**config.mk**
```make
export PLATFORM = sky130hd
export DESIGN_NAME = tws_master
export DESIGN_NICKNAME = d
export VERILOG_FILES = /design/src/design/tws_pkg.sv /design/src/design/tws_master.sv
export SDC_FILE = /design/constraint.sdc
export NUM_CORES = 1
export LEC_CHECK = 0
export CORE_AREA = 2 2 82 115
export DETAILED_ROUTE_END_ITERATION = 10
export DIE_AREA = 0 0 84 117
export DONT_BUFFER_PORTS = 1
export PLACE_DENSITY = 0.59
export RECOVER_POWER = 50
export SYNTH_ARGS = -nofsm -noshare
export SYNTH_HDL_FRONTEND = slang
export SYNTH_SLANG_ARGS = --single-unit
```
**constraint.sdc**
```tcl
create_clock -name core_clk_i -period 3.3 [get_ports core_clk_i]
set_input_delay 0.33 -clock core_clk_i [delete_from_list [all_inputs] [get_ports core_clk_i]]
set_output_delay 0.33 -clock core_clk_i [all_outputs]
set_load 0.02 [all_outputs]
```
**src/design/tws_pkg.sv**
```systemverilog
package tws_pkg;

	// Register byte offsets
	localparam logic [7:0] CTRL_OFF = 8'h00;
	localparam logic [7:0] STAT_OFF = 8'h04;
	localparam logic [7:0] DATA_OFF = 8'h08;

	// Control register bit positions
	localparam int CTRL_FLAG_POS  = 7;
	localparam int CTRL_START_POS = 5;
	localparam int CTRL_STOP_POS  = 4;
	localparam int CTRL_WCOL_POS  = 3;
	localparam int CTRL_EN_POS    = 2;
	localparam int CTRL_IE_POS    = 0;

	// Status register field positions
	localparam int STAT_CODE_LSB = 3;
	localparam int STAT_PS_LSB   = 0;

	// Five-bit status codes, upper bits of the status register
	localparam logic [4:0] CODE_START     = 5'h01;
	localparam logic [4:0] CODE_ADDR_ACK  = 5'h03;
	localparam logic [4:0] CODE_ADDR_NACK = 5'h04;
	localparam logic [4:0] CODE_DATA_ACK  = 5'h05;
	localparam logic [4:0] CODE_DATA_NACK = 5'h06;
	localparam logic [4:0] CODE_IDLE      = 5'h1F;

	// Reset values
	localparam logic [7:0] DATA_RST = 8'hFF;
	localparam logic [1:0] PS_RST   = 2'h0;

	// Timing: a quarter of one bus bit period
	localparam int CLK_NS      = 50;
	localparam int QUARTER_NS  = 2500;
	localparam int QUARTER_CYC = (QUARTER_NS + CLK_NS - 1) / CLK_NS;
	localparam int LAST_BIT    = 8;

	// Bus engine states
	typedef enum logic [3:0] {
		ST_IDLE  = 4'b0001,
		ST_START = 4'b0010,
		ST_BYTE  = 4'b0100,
		ST_STOP  = 4'b1000
	} tws_state_e;

endpackage

```
**src/design/tws_master.sv**
```systemverilog
// What this block does
// - Flag rises after every handled START and byte, not after STOP
// - Interrupt only with local and global enables
// - Flag set means status shows bus state
// - Writing one clears flag, zero keeps it
// - No new bus operation while flag set
// - Clearing with start request sends START
// - START done sets flag and START code
// - Address sent sets flag, code shows ack
// - Data sent sets flag, code shows ack
// - STOP done leaves the flag clear
// - Clock line held low while flag set, enabled and bus owned
// - Perform exactly the operation just written
// - Start request bit clears after START sent
// - Status code in bits 7..3, prescaler low
`timescale 1ns/10ps
`default_nettype none

module tws_master #(
	parameter int QUARTER = tws_pkg::QUARTER_CYC
) (
	input  wire logic        core_clk_i,
	input  wire logic        nrst_i,
	input  wire logic        psel_i,
	input  wire logic        penable_i,
	input  wire logic        pwrite_i,
	input  wire logic [7:0]  paddr_i,
	input  wire logic [31:0] pwdata_i,
	output logic      [31:0] prdata_o,
	output logic             pready_o,
	output logic             pslverr_o,
	input  wire logic        global_irq_en_i,
	output logic             irq_o,
	input  wire logic        scl_i,
	output logic             scl_o,
	output logic             scl_oe_o,
	input  wire logic        sda_i,
	output logic             sda_o,
	output logic             sda_oe_o
);

	if (QUARTER < 1 || QUARTER > 65535)
	begin : g_chk
		$error("QUARTER must lie in 1..65535");
	end

	localparam logic [15:0] TMR_LOAD = 16'(QUARTER - 1);

	tws_pkg::tws_state_e state_ff;
	tws_pkg::tws_state_e nxt_state;
	logic        flag_ff;
	logic        start_ff;
	logic        stop_ff;
	logic        en_ff;
	logic        ie_ff;
	logic        wcol_ff;
	logic        go_ff;
	logic        owned_ff;
	logic        addr_next_ff;
	logic        ack_ff;
	logic        irq_ff;
	logic        pready_ff;
	logic        pslverr_ff;
	logic [1:0]  ps_ff;
	logic [4:0]  code_ff;
	logic [7:0]  data_ff;
	logic [31:0] prdata_ff;
	logic [1:0]  phase_ff;
	logic [3:0]  bit_ff;
	logic [15:0] tmr_ff;
	logic        scl_oe_ff;
	logic        sda_oe_ff;
	logic        nxt_scl_oe;
	logic        nxt_sda_oe;
	logic        pin_lvl_ff;
	logic [1:0]  scl_sync_ff;
	logic [1:0]  sda_sync_ff;
	logic        scl_s;
	logic        sda_s;
	logic        wr;
	logic        rd;
	logic        ctrl_wr;
	logic        stat_wr;
	logic        data_wr;
	logic        clr_req;
	logic        stall;
	logic        step;
	logic        ph_end;
	logic        launch;
	logic        start_done;
	logic        byte_done;
	logic        stop_done;
	logic        mapped;

	// Two-flop synchronisers for the bus lines
	always_ff @(posedge core_clk_i or negedge nrst_i)
	begin
		if (!nrst_i)
		begin
			scl_sync_ff <= 2'h3;
			sda_sync_ff <= 2'h3;
		end
		else
		begin
			scl_sync_ff <= {scl_sync_ff[0], scl_i};
			sda_sync_ff <= {sda_sync_ff[0], sda_i};
		end
	end
	assign scl_s = scl_sync_ff[1];
	assign sda_s = sda_sync_ff[1];

	// APB decode, one access cycle
	assign wr      = psel_i & penable_i & pready_ff & pwrite_i;
	assign rd      = psel_i & ~penable_i & ~pwrite_i;
	assign ctrl_wr = wr & (paddr_i == tws_pkg::CTRL_OFF);
	assign stat_wr = wr & (paddr_i == tws_pkg::STAT_OFF);
	assign data_wr = wr & (paddr_i == tws_pkg::DATA_OFF);
	assign clr_req = ctrl_wr & pwdata_i[tws_pkg::CTRL_FLAG_POS];
	assign mapped  = (paddr_i == tws_pkg::CTRL_OFF) |
			(paddr_i == tws_pkg::STAT_OFF) |
			(paddr_i == tws_pkg::DATA_OFF);

	// Bus answer: ready one cycle after setup
	always_ff @(posedge core_clk_i or negedge nrst_i)
	begin
		if (!nrst_i)
		begin
			pready_ff  <= 1'b0;
			pslverr_ff <= 1'b0;
			prdata_ff  <= 32'h0;
		end
		else
		begin
			pready_ff  <= psel_i & ~penable_i;
			pslverr_ff <= psel_i & ~penable_i & ~mapped;
			if (rd)
			begin
				unique case (paddr_i)
					tws_pkg::CTRL_OFF: prdata_ff <= {24'h0, flag_ff,
						1'b0, start_ff, stop_ff, wcol_ff, en_ff,
						1'b0, ie_ff};
					tws_pkg::STAT_OFF: prdata_ff <= {24'h0, code_ff,
						1'b0, ps_ff};
					tws_pkg::DATA_OFF: prdata_ff <= {24'h0, data_ff};
					default:           prdata_ff <= 32'h0;
				endcase
			end
		end
	end

	// Engine step and event decode
	assign stall      = ~scl_oe_ff & ~scl_s;
	assign step       = (state_ff != tws_pkg::ST_IDLE) &&
			(tmr_ff == 16'h0) && !stall;
	assign ph_end     = step && (phase_ff == 2'h3);
	assign start_done = ph_end && (state_ff == tws_pkg::ST_START);
	assign byte_done  = ph_end && (state_ff == tws_pkg::ST_BYTE) &&
			(bit_ff == 4'(tws_pkg::LAST_BIT));
	assign stop_done  = ph_end && (state_ff == tws_pkg::ST_STOP);
	assign launch     = (state_ff == tws_pkg::ST_IDLE) && go_ff &&
			!flag_ff && en_ff;

	// Completion flag; hardware set wins over clear
	always_ff @(posedge core_clk_i or negedge nrst_i)
	begin
		if (!nrst_i)
			flag_ff <= 1'b0;
		else if (start_done || byte_done)
			flag_ff <= 1'b1;
		else if (clr_req)
			flag_ff <= 1'b0;
	end

	// Control bits and pending launch
	always_ff @(posedge core_clk_i or negedge nrst_i)
	begin
		if (!nrst_i)
		begin
			start_ff <= 1'b0;
			stop_ff  <= 1'b0;
			en_ff    <= 1'b0;
			ie_ff    <= 1'b0;
			go_ff    <= 1'b0;
		end
		else
		begin
			if (ctrl_wr)
			begin
				en_ff <= pwdata_i[tws_pkg::CTRL_EN_POS];
				ie_ff <= pwdata_i[tws_pkg::CTRL_IE_POS];
			end
			if (start_done)
				start_ff <= 1'b0;
			else if (ctrl_wr)
				start_ff <= pwdata_i[tws_pkg::CTRL_START_POS];
			if (stop_done)
				stop_ff <= 1'b0;
			else if (ctrl_wr)
				stop_ff <= pwdata_i[tws_pkg::CTRL_STOP_POS];
			if (clr_req && pwdata_i[tws_pkg::CTRL_EN_POS])
				go_ff <= 1'b1;
			else if (launch || !en_ff)
				go_ff <= 1'b0;
		end
	end

	// Prescaler field, stored only
	always_ff @(posedge core_clk_i or negedge nrst_i)
	begin
		if (!nrst_i)
			ps_ff <= tws_pkg::PS_RST;
		else if (stat_wr)
			ps_ff <= pwdata_i[tws_pkg::STAT_PS_LSB +: 2];
	end

	// Shared address/data register with write collision
	always_ff @(posedge core_clk_i or negedge nrst_i)
	begin
		if (!nrst_i)
		begin
			data_ff <= tws_pkg::DATA_RST;
			wcol_ff <= 1'b0;
		end
		else
		begin
			if (data_wr && flag_ff)
			begin
				data_ff <= pwdata_i[7:0];
				wcol_ff <= 1'b0;
			end
			else if (data_wr)
				wcol_ff <= 1'b1;
			if (step && state_ff == tws_pkg::ST_BYTE &&
					phase_ff == 2'h2 &&
					bit_ff != 4'(tws_pkg::LAST_BIT))
				data_ff <= {data_ff[6:0], sda_s};
		end
	end

	// Next state of the bus engine
	always_comb
	begin
		nxt_state = state_ff;
		if (!en_ff)
			nxt_state = tws_pkg::ST_IDLE;
		else
		begin
			unique case (state_ff)
				tws_pkg::ST_IDLE:
				begin
					if (launch && start_ff)
						nxt_state = tws_pkg::ST_START;
					else if (launch && stop_ff && owned_ff)
						nxt_state = tws_pkg::ST_STOP;
					else if (launch && owned_ff)
						nxt_state = tws_pkg::ST_BYTE;
				end
				tws_pkg::ST_START:
					if (start_done)
						nxt_state = tws_pkg::ST_IDLE;
				tws_pkg::ST_BYTE:
					if (byte_done)
						nxt_state = tws_pkg::ST_IDLE;
				tws_pkg::ST_STOP:
					if (stop_done)
						nxt_state = tws_pkg::ST_IDLE;
				default:
					nxt_state = tws_pkg::ST_IDLE;
			endcase
		end
	end

	// Engine state, phase, bit and quarter timer
	always_ff @(posedge core_clk_i or negedge nrst_i)
	begin
		if (!nrst_i)
		begin
			state_ff <= tws_pkg::ST_IDLE;
			phase_ff <= 2'h0;
			bit_ff   <= 4'h0;
			tmr_ff   <= 16'h0;
		end
		else
		begin
			state_ff <= nxt_state;
			if (nxt_state != state_ff)
			begin
				phase_ff <= 2'h0;
				bit_ff   <= 4'h0;
				tmr_ff   <= TMR_LOAD;
			end
			else if (tmr_ff != 16'h0)
				tmr_ff <= tmr_ff - 16'h1;
			else if (step)
			begin
				phase_ff <= phase_ff + 2'h1;
				tmr_ff   <= TMR_LOAD;
				if (ph_end)
					bit_ff <= bit_ff + 4'h1;
			end
		end
	end

	// Bus ownership, address tracking and ack capture
	always_ff @(posedge core_clk_i or negedge nrst_i)
	begin
		if (!nrst_i)
		begin
			owned_ff     <= 1'b0;
			addr_next_ff <= 1'b0;
			ack_ff       <= 1'b1;
		end
		else
		begin
			if (!en_ff || stop_done)
				owned_ff <= 1'b0;
			else if (start_done)
				owned_ff <= 1'b1;
			if (start_done)
				addr_next_ff <= 1'b1;
			else if (byte_done)
				addr_next_ff <= 1'b0;
			if (step && state_ff == tws_pkg::ST_BYTE &&
					phase_ff == 2'h2 &&
					bit_ff == 4'(tws_pkg::LAST_BIT))
				ack_ff <= sda_s;
		end
	end

	// Status code posted with each flag event
	always_ff @(posedge core_clk_i or negedge nrst_i)
	begin
		if (!nrst_i)
			code_ff <= tws_pkg::CODE_IDLE;
		else if (start_done)
			code_ff <= tws_pkg::CODE_START;
		else if (byte_done && addr_next_ff)
			code_ff <= ack_ff ? tws_pkg::CODE_ADDR_NACK
					: tws_pkg::CODE_ADDR_ACK;
		else if (byte_done)
			code_ff <= ack_ff ? tws_pkg::CODE_DATA_NACK
					: tws_pkg::CODE_DATA_ACK;
		else if (launch)
			code_ff <= tws_pkg::CODE_IDLE;
	end

	// Line drive per state and phase
	always_comb
	begin
		nxt_scl_oe = scl_oe_ff;
		nxt_sda_oe = sda_oe_ff;
		unique case (state_ff)
			// Keep SCL low through the launch gap after a clear
			tws_pkg::ST_IDLE:
				nxt_scl_oe = (flag_ff | go_ff) & owned_ff;
			tws_pkg::ST_START:
			begin
				nxt_scl_oe = (phase_ff == 2'h0) ? owned_ff
						: (phase_ff == 2'h3);
				nxt_sda_oe = phase_ff[1];
			end
			tws_pkg::ST_BYTE:
			begin
				nxt_scl_oe = (phase_ff == 2'h0) |
						(phase_ff == 2'h3);
				if (phase_ff == 2'h0)
					nxt_sda_oe = (bit_ff != 4'(tws_pkg::LAST_BIT))
							& ~data_ff[7];
			end
			tws_pkg::ST_STOP:
			begin
				nxt_scl_oe = (phase_ff == 2'h0);
				nxt_sda_oe = ~phase_ff[1];
			end
			default:
			begin
				nxt_scl_oe = 1'b0;
				nxt_sda_oe = 1'b0;
			end
		endcase
		if (!en_ff)
		begin
			nxt_scl_oe = 1'b0;
			nxt_sda_oe = 1'b0;
		end
	end

	// Open-drain enables, interrupt and pin level
	always_ff @(posedge core_clk_i or negedge nrst_i)
	begin
		if (!nrst_i)
		begin
			scl_oe_ff  <= 1'b0;
			sda_oe_ff  <= 1'b0;
			irq_ff     <= 1'b0;
			pin_lvl_ff <= 1'b0;
		end
		else
		begin
			scl_oe_ff  <= nxt_scl_oe;
			sda_oe_ff  <= nxt_sda_oe;
			irq_ff     <= flag_ff & ie_ff & global_irq_en_i;
			pin_lvl_ff <= 1'b0;
		end
	end

	assign prdata_o  = prdata_ff;
	assign pready_o  = pready_ff;
	assign pslverr_o = pslverr_ff;
	assign irq_o     = irq_ff;
	assign scl_o     = pin_lvl_ff;
	assign sda_o     = pin_lvl_ff;
	assign scl_oe_o  = scl_oe_ff;
	assign sda_oe_o  = sda_oe_ff;
endmodule

`default_nettype wire

```
==> impl_metrics.tcl, run 1 <==
set metrics [dict create \
    drc 0 \
    synth_edf_count 0 \
    cts_made_buffers 9 \
    stdcell_area_sq_um 4143 \
    grt_use_total_pct 17.48 \
    ctsLongestPathBuffers 2 \
    synth_cells 368 \
    antennaDiodeCount 0 \
    initial_utilization_pct 43.27 \
    drtPass1Iterations 4 \
    grt_pass1_wl_um 13170 \
    root_buffer "clkbuf_16" \
    worstSkewPairLatency_ns 0.33 \
    globalplace.congestion 0.8131 \
    crit_chain "or4b_4 -> o21ai_2 -> or3_4 -> nand4b_4 -> or3_1" \
    hold_depth 1 \
    via_per_inst 5.580 \
    ys.flop_type "dfrtp_1" \
    startpoint_type "register" \
    crit_arrival_ns 2.81 \
    fillers 849 \
    die_area_sq_um 9828 \
    max_freq_mhz 383.9 \
    core_sq_um 8875 \
    post-route-min-period_ns 2.605 \
    postSynth.asyncResetShare_pct 100.0 \
    setup_viol 0 \
    rows 41 \
    drt_iter0_markers 188 \
    power_density_nw_per_um2 554.5 \
    syn_area_sq_um 3840 \
    min_to "pready_o" \
    setup_tns_ns 0 \
    yosysTopAreaCell "dfrtp_1" \
    hpwl_um 5598 \
    violations "capacitance limit, slew limit" \
    num_vias 2695 \
    status "complete, but fails checks" \
    final_common_cell "dfrtp_1" \
    worstMarginPinSlew_ns 1.652 \
    min_from "penable_i" \
    post_cts_buffers 0 \
    cpPeakStageDelay_ns 0.63 \
    worstReg2RegStart "state_ff[0]" \
    grt_max_degree 68 \
    antenna_found_initial 0 \
    crit_type "reg2reg" \
    cp_max_fo 22 \
    die_y_um 117 \
    crit_path_end_kind "register" \
    drv_slew 68 \
    relSlewSlack_pct -10.11 \
    vdd_drop_max_uv 378.2 \
    gr-total-overflow 0 \
    drv_cap 1 \
    fin_crit_sh_pct 78.93 \
    drt-total-wl_um 8003 \
    grt_pass1_vias 2656 \
    path_clk_slew_ns 0.05 \
    synth.area.top_cells "dfrtp_1, dfstp_2, buf_4" \
    leakagePower_nw 1.819 \
    critPathBufInv 0 \
    drive_gt1_share_pct 19.41 \
    hold_class "in2reg" \
    yosys.area.top_type_share_pct 31.93 \
    nNetsFinal 425 \
    ys_seq_area_share_pct 44.25 \
    worst_slack_ns 0.6952 \
    holdWs_ns 0.08490 \
    cts_tree "built" \
    synth.ff_latch_count 67 \
    syn_to_final_growth_pct 7.885 \
    wl_per_cell_um 16.57 \
    syn_area_per_cell_sq_um 10.43 \
    layout_common_cells "dfrtp_1, nand2_1, conb_1" \
    dp.cells 463 \
    ant_nets 0 \
    htree_levels 3 \
    cts_sinks 67 \
    r2r_slack_ns 0.70 \
    critPathRequiredTime_ns 3.51 \
    post_dp_cell_area_sq_um 3812 \
    cpMaxStageDelayCell "dfstp_2" \
    cts-resized-gates 0 \
    path_depth 5 \
    synth_warnings 0 \
    r2r-end "tmr_ff[4]" \
    dp_slack_ns 0.6844 \
    fin_cells 483 \
    synth.distinct_cells 68 \
    fin_skew_ns 0.006444 \
    rsz0062_at_grt "false" \
    hold_violations 0 \
    crit_family "simple AND/OR/NAND/NOR gates" \
    worst-r2r-cell-count 5 \
    ioPinCount 87 \
    io_buffers 0 \
    die_w_um 84 \
]
-- logic make-up (layout without fill, tap and decap cells) --
group                    count (synthesis)  after routing  synth area share [%]
other                                    1             26               0.09766
AO/OA/AOI/OAI                           68             68                 12.74
adder cells (fa/ha/maj)                  7              7                 2.216
buffers and inverters                   51             34                 8.504
flip-flops                              67             67                 44.25
XOR/XNOR                                15             15                 3.421
AND/OR/NAND/NOR                        137            137                 22.91
multiplexers                            22             22                 5.865
-- cell type report --
type | count | area, sq um | area share (%)
well taps | 107 | 133.9 | 3.232
inverters | 9 | 33.78 | 0.8155
clock buffers | 10 | 229.0 | 5.527
repair buffers | 9 | 72.57 | 1.752
clock inverters | 6 | 66.31 | 1.601
flip-flops and latches | 67 | 1699 | 41.01
multi-input cells | 275 | 1908 | 46.06
-- power breakdown --
part           leakage (nW)  switching, mW  internal, mW
clock network         0.135          0.358         0.584
registers             0.843          0.124         0.915
logic                 0.841          0.161         0.155
total                  1.82          0.643          1.65
-- through the flow --
step / power [mW] / utilization (%)
after floorplan: 1.322 / -
after global placement: 1.338 / 42.96
after detailed placement: 1.348 / 42.96
after CTS: 2.335 / 46.93
after global routing: 2.424 / 46.68
final: 2.297 / 46.68
-- layer usage --
metal	GRT usage (%)	part of all wire (%)
met5	0	0
met4	8.280	2.5
met3	5.330	4.2
met2	31.63	53
met1	18.74	40
-- worst max path at each step --
| stage | start | to | slack, ns |
|---|---|---|---|
| after CTS | state_ff[0] | tmr_ff[4] | 0.68 |
| after global routing | tmr_ff[0] | bit_ff[3] | 0.46 |
| after floorplan | tmr_ff[0] | tmr_ff[13] | 1.11 |
| after detailed placement | state_ff[0] | tmr_ff[4] | 0.68 |
| final | state_ff[0] | tmr_ff[4] | 0.70 |
| after global placement | state_ff[0] | tmr_ff[4] | 0.70 |
-- registers in the layout, summed over array words and instances (netlist names), 2 cells and up --
name / flops
state_ff: 4
ps_ff: 2
bit_ff: 4
tmr_ff: 16
data_ff: 8
scl_sync_ff: 2
phase_ff: 2
prdata_o: 8
code_ff: 4
sda_sync_ff: 2
-- cell usage after synthesis, drive strengths merged, types with 2 or more instances --
master,n
xor2,4
and2,2
or4b,2
dfstp,18
a211o,3
nand2,35
nor2,19
a211oi,3
xnor2,11
o41ai,2
nand2b,3
a22oi,3
o221a,3
and3,3
or3,5
inv,9
a21o,2
nand3,10
nand4b,2
a21oi,11
mux2i,18
dfrtp,49
and4,2
o211ai,2
nand4,2
a22o,5
buf,35
o31ai,2
nand3b,2
nor4,15
o21ai,21
nor3,20
nor2b,6
ha,6
and3b,2
clkbuf,7
mux2,4
nor4b,5
-- worst register-to-register path: cells and delay by family, from the launching register on --
family           cells  cell delay, ns
flip-flops           1            0.63
AO/OA/AOI/OAI        1            0.19
AND/OR/NAND/NOR      4            1.67
-- timing repair --
item                                    CTS  global route
hold buffers                              4             0
endpoints found under the hold margin    69             0
endpoints found under the setup margin    0             0
No activity file was read; power rests on OpenSTA's default activity.
==> inputs of run 2 (changes only) <==
--- a/config.mk
+++ b/config.mk
@@ -5,9 +5,10 @@
 export SDC_FILE = /design/constraint.sdc
 export NUM_CORES = 1
 export LEC_CHECK = 0
-export CORE_AREA = 2 2 82 115
+export ABC_AREA = 1
+export CORE_AREA = 2 2 81 114
 export DETAILED_ROUTE_END_ITERATION = 10
-export DIE_AREA = 0 0 84 117
+export DIE_AREA = 0 0 83 116
 export DONT_BUFFER_PORTS = 1
 export PLACE_DENSITY = 0.59
 export RECOVER_POWER = 50
==> constraint.sdc (replaced) <==
create_clock -name core_clk_i -period 2.55 [get_ports core_clk_i]
set_input_delay 0.255 -clock core_clk_i [delete_from_list [all_inputs] [get_ports core_clk_i]]
set_output_delay 0.255 -clock core_clk_i [all_outputs]
set_load 0.02 [all_outputs]
==> impl_metrics.tcl, run 2 <==
set metrics [dict create \
    status "complete, but fails checks" \
    violations "capacitance limit, slew limit" \
    via_per_inst 5.024 \
    synth_cells 442 \
    synth_xor_area_share_pct 3.487 \
    drt-total-wl_um 7971 \
    gr-total-overflow 0 \
    wl_per_cell_um 13.91 \
    die_y_um 116 \
    nNetsFinal 517 \
    crit_path_start "tmr_ff[0]" \
    synth_warnings 0 \
    hold_class "in2reg" \
    drive_gt1_share_pct 18.16 \
    final_common_cell "nand2_1" \
    synth_edf_count 0 \
    syn_to_final_growth_pct 12.72 \
    postSynth.asyncResetShare_pct 100.0 \
    num_vias 2879 \
    fin_skew_ns 0.006872 \
    ctsLongestPathBuffers 2 \
    synth-simple-area-share_pct 28.23 \
    drt_iter0_markers 152 \
    max_freq_mhz 444.1 \
    synthMuxAreaShare_pct 0.8635 \
    stdcell_area_sq_um 4247 \
    antennaDiodeCount 0 \
    hold_depth 2 \
    cts_made_buffers 9 \
    p_total_mw 2.756 \
    cp_max_fo 7 \
    root_buffer "clkbuf_16" \
    layout_common_cells "nand2_1, inv_1, dfrtp_1" \
    hpwl_um 5979 \
    startpoint_type "register" \
    worstReg2RegStart "tmr_ff[0]" \
    synthTopCellsByCount "nand2_1, inv_1, dfrtp_1" \
    vdd_drop_max_uv 348.8 \
    power_density_nw_per_um2 649.0 \
    min_from "global_irq_en_i" \
    setup_tns_ns 0 \
    cts_tree "built" \
    cpMaxStageDelayCell "dfrtp_1" \
    ys.flop_type "dfrtp_1" \
    core_sq_um 8558 \
    rows 40 \
    drtPass1Iterations 4 \
    hold_violations 0 \
    antenna_found_initial 0 \
    worstMarginPinSlew_ns 1.658 \
    setup_viol 0 \
    utilization_pct 49.62 \
    synth-compound-area-share_pct 8.735 \
    drc 0 \
    crit_type "reg2reg" \
    globalplace.congestion 0.8789 \
    synth.area.top_cells "dfrtp_1, dfstp_2, nand2_1" \
    synth.most_common_cell "nand2_1" \
    cpPeakStageDelay_ns 0.37 \
    worstSkewPairLatency_ns 0.33 \
    grt_use_total_pct 17.83 \
    critPathBufInv 3 \
    relSlewSlack_pct -10.56 \
    rsz0062_at_grt "false" \
    htree_levels 3 \
    fin_crit_sh_pct 88.30 \
    drv_slew 68 \
    drv_cap 1 \
    crit_chain "inv_2 -> ha_1 -> nand2_2 -> nor2_4 -> nand2_4 -> nor2_8 -> nand3_1 -> nand3_2 -> nor2_1 -> nand2_1 -> nand3_2 -> nor2_4 -> buf_4 -> inv_2 -> nor3_1" \
    synth_top_family_by_area "simple AND/OR/NAND/NOR gates" \
    yosysTopAreaCell "dfrtp_1" \
    syn_area_sq_um 3767 \
    r2r-end "bit_ff[0]" \
    cts_sinks 67 \
    grt_pass1_vias 2806 \
    ant_nets 0 \
    initial_utilization_pct 44.02 \
    die_w_um 83 \
    grt_pass1_wl_um 13340 \
    post-route-min-period_ns 2.252 \
    synth.ff_latch_count 67 \
    regMostFlops "tmr_ff" \
    synth.distinct_cells 41 \
    crit_path_end_kind "register" \
    post_dp_cell_area_sq_um 3837 \
    largest_reg_flops 16 \
    yosys.area.top_type_share_pct 32.55 \
    crit_arrival_ns 2.50 \
    grt_max_degree 68 \
    ioPinCount 87 \
    worst-r2r-cell-count 15 \
    syn_area_per_cell_sq_um 8.523 \
    synth_fa_ha_area_share_pct 1.993 \
    leakagePower_nw 2.163 \
    io_buffers 0 \
    ys_seq_area_share_pct 45.10 \
    r2r_slack_ns 0.30 \
    holdWs_ns 0.04123 \
    die_area_sq_um 9628 \
    critPathRequiredTime_ns 2.80 \
    path_clk_slew_ns 0.05 \
    crit_family "simple AND/OR/NAND/NOR gates" \
    min_to "irq_o" \
]
## run 2: changes by cell type after synthesis, sizes merged, moves of 13 or more
cell	delta
mux2i	-17
inv	+47
nor3	-13
nor2	+43
nand3	+29
nand2	+55
## run 2: cell families after synthesis
| kind of cell | count (synthesis) |
|---|---|
| AOI/OAI and AO/OA | 55 |
| xor gates and xnor gates | 15 |
| adders and majority gates | 6 |
| buffers and inverters | 86 |
| DFF | 67 |
| muxes | 3 |
| other | 1 |
| and+or+nand+nor | 209 |
## run 2: worst max path at each step
| stage | end | slack, ns | cells after the start |
|---|---|---|---|
| floorplan | tmr_ff[6] | 0.44 | 15 |
| global placement | tmr_ff[4] | 0.21 | 16 |
| detailed placement | bit_ff[0] | 0.17 | 15 |
| CTS | bit_ff[0] | 0.15 | 15 |
| global route | bit_ff[0] | 0.02 | 15 |
| finish | bit_ff[0] | 0.30 | 15 |
## run 2: stage by stage
stage,worst slack [ns],cells
after floorplan,0.4421,467
after global placement,0.2054,551
after detailed placement,0.1687,551
after CTS,0.1479,572
after global routing,0.02171,573
final,0.2983,573
## run 2: repair_timing
action                                  4_1_cts  5_1_grt
endpoints found under the hold margin        70        0
hold buffers                                  5        0
gates resized for setup                       0        3
buffers inserted                              0        1
endpoints found under the setup margin        0       21
## run 2: area by class of cell
class                   count  area [sq um]
well taps                 105         131.4
inverters                  56         210.2
clock inverters             6         112.6
fillers                   829          4312
flip-flops and latches     67          1699
clock buffers              10         239.0
multi-input cells         314          1734
repair buffers             15         120.1
## run 2: per-layer routing
layer	wire (um)	vias to the layer above	track usage [%]
met5	0	-	0
met2	4177	65	31.51
met1	3224	1374	20.07
li1	-	1422	-
met3	367	18	4.915
met4	201	0	8.306
## run 2: where the power goes
part	internal [mW]	switching, mW
clock	0.982	0.462
sequential	1.09	0.0222
combinational	0.0629	0.135
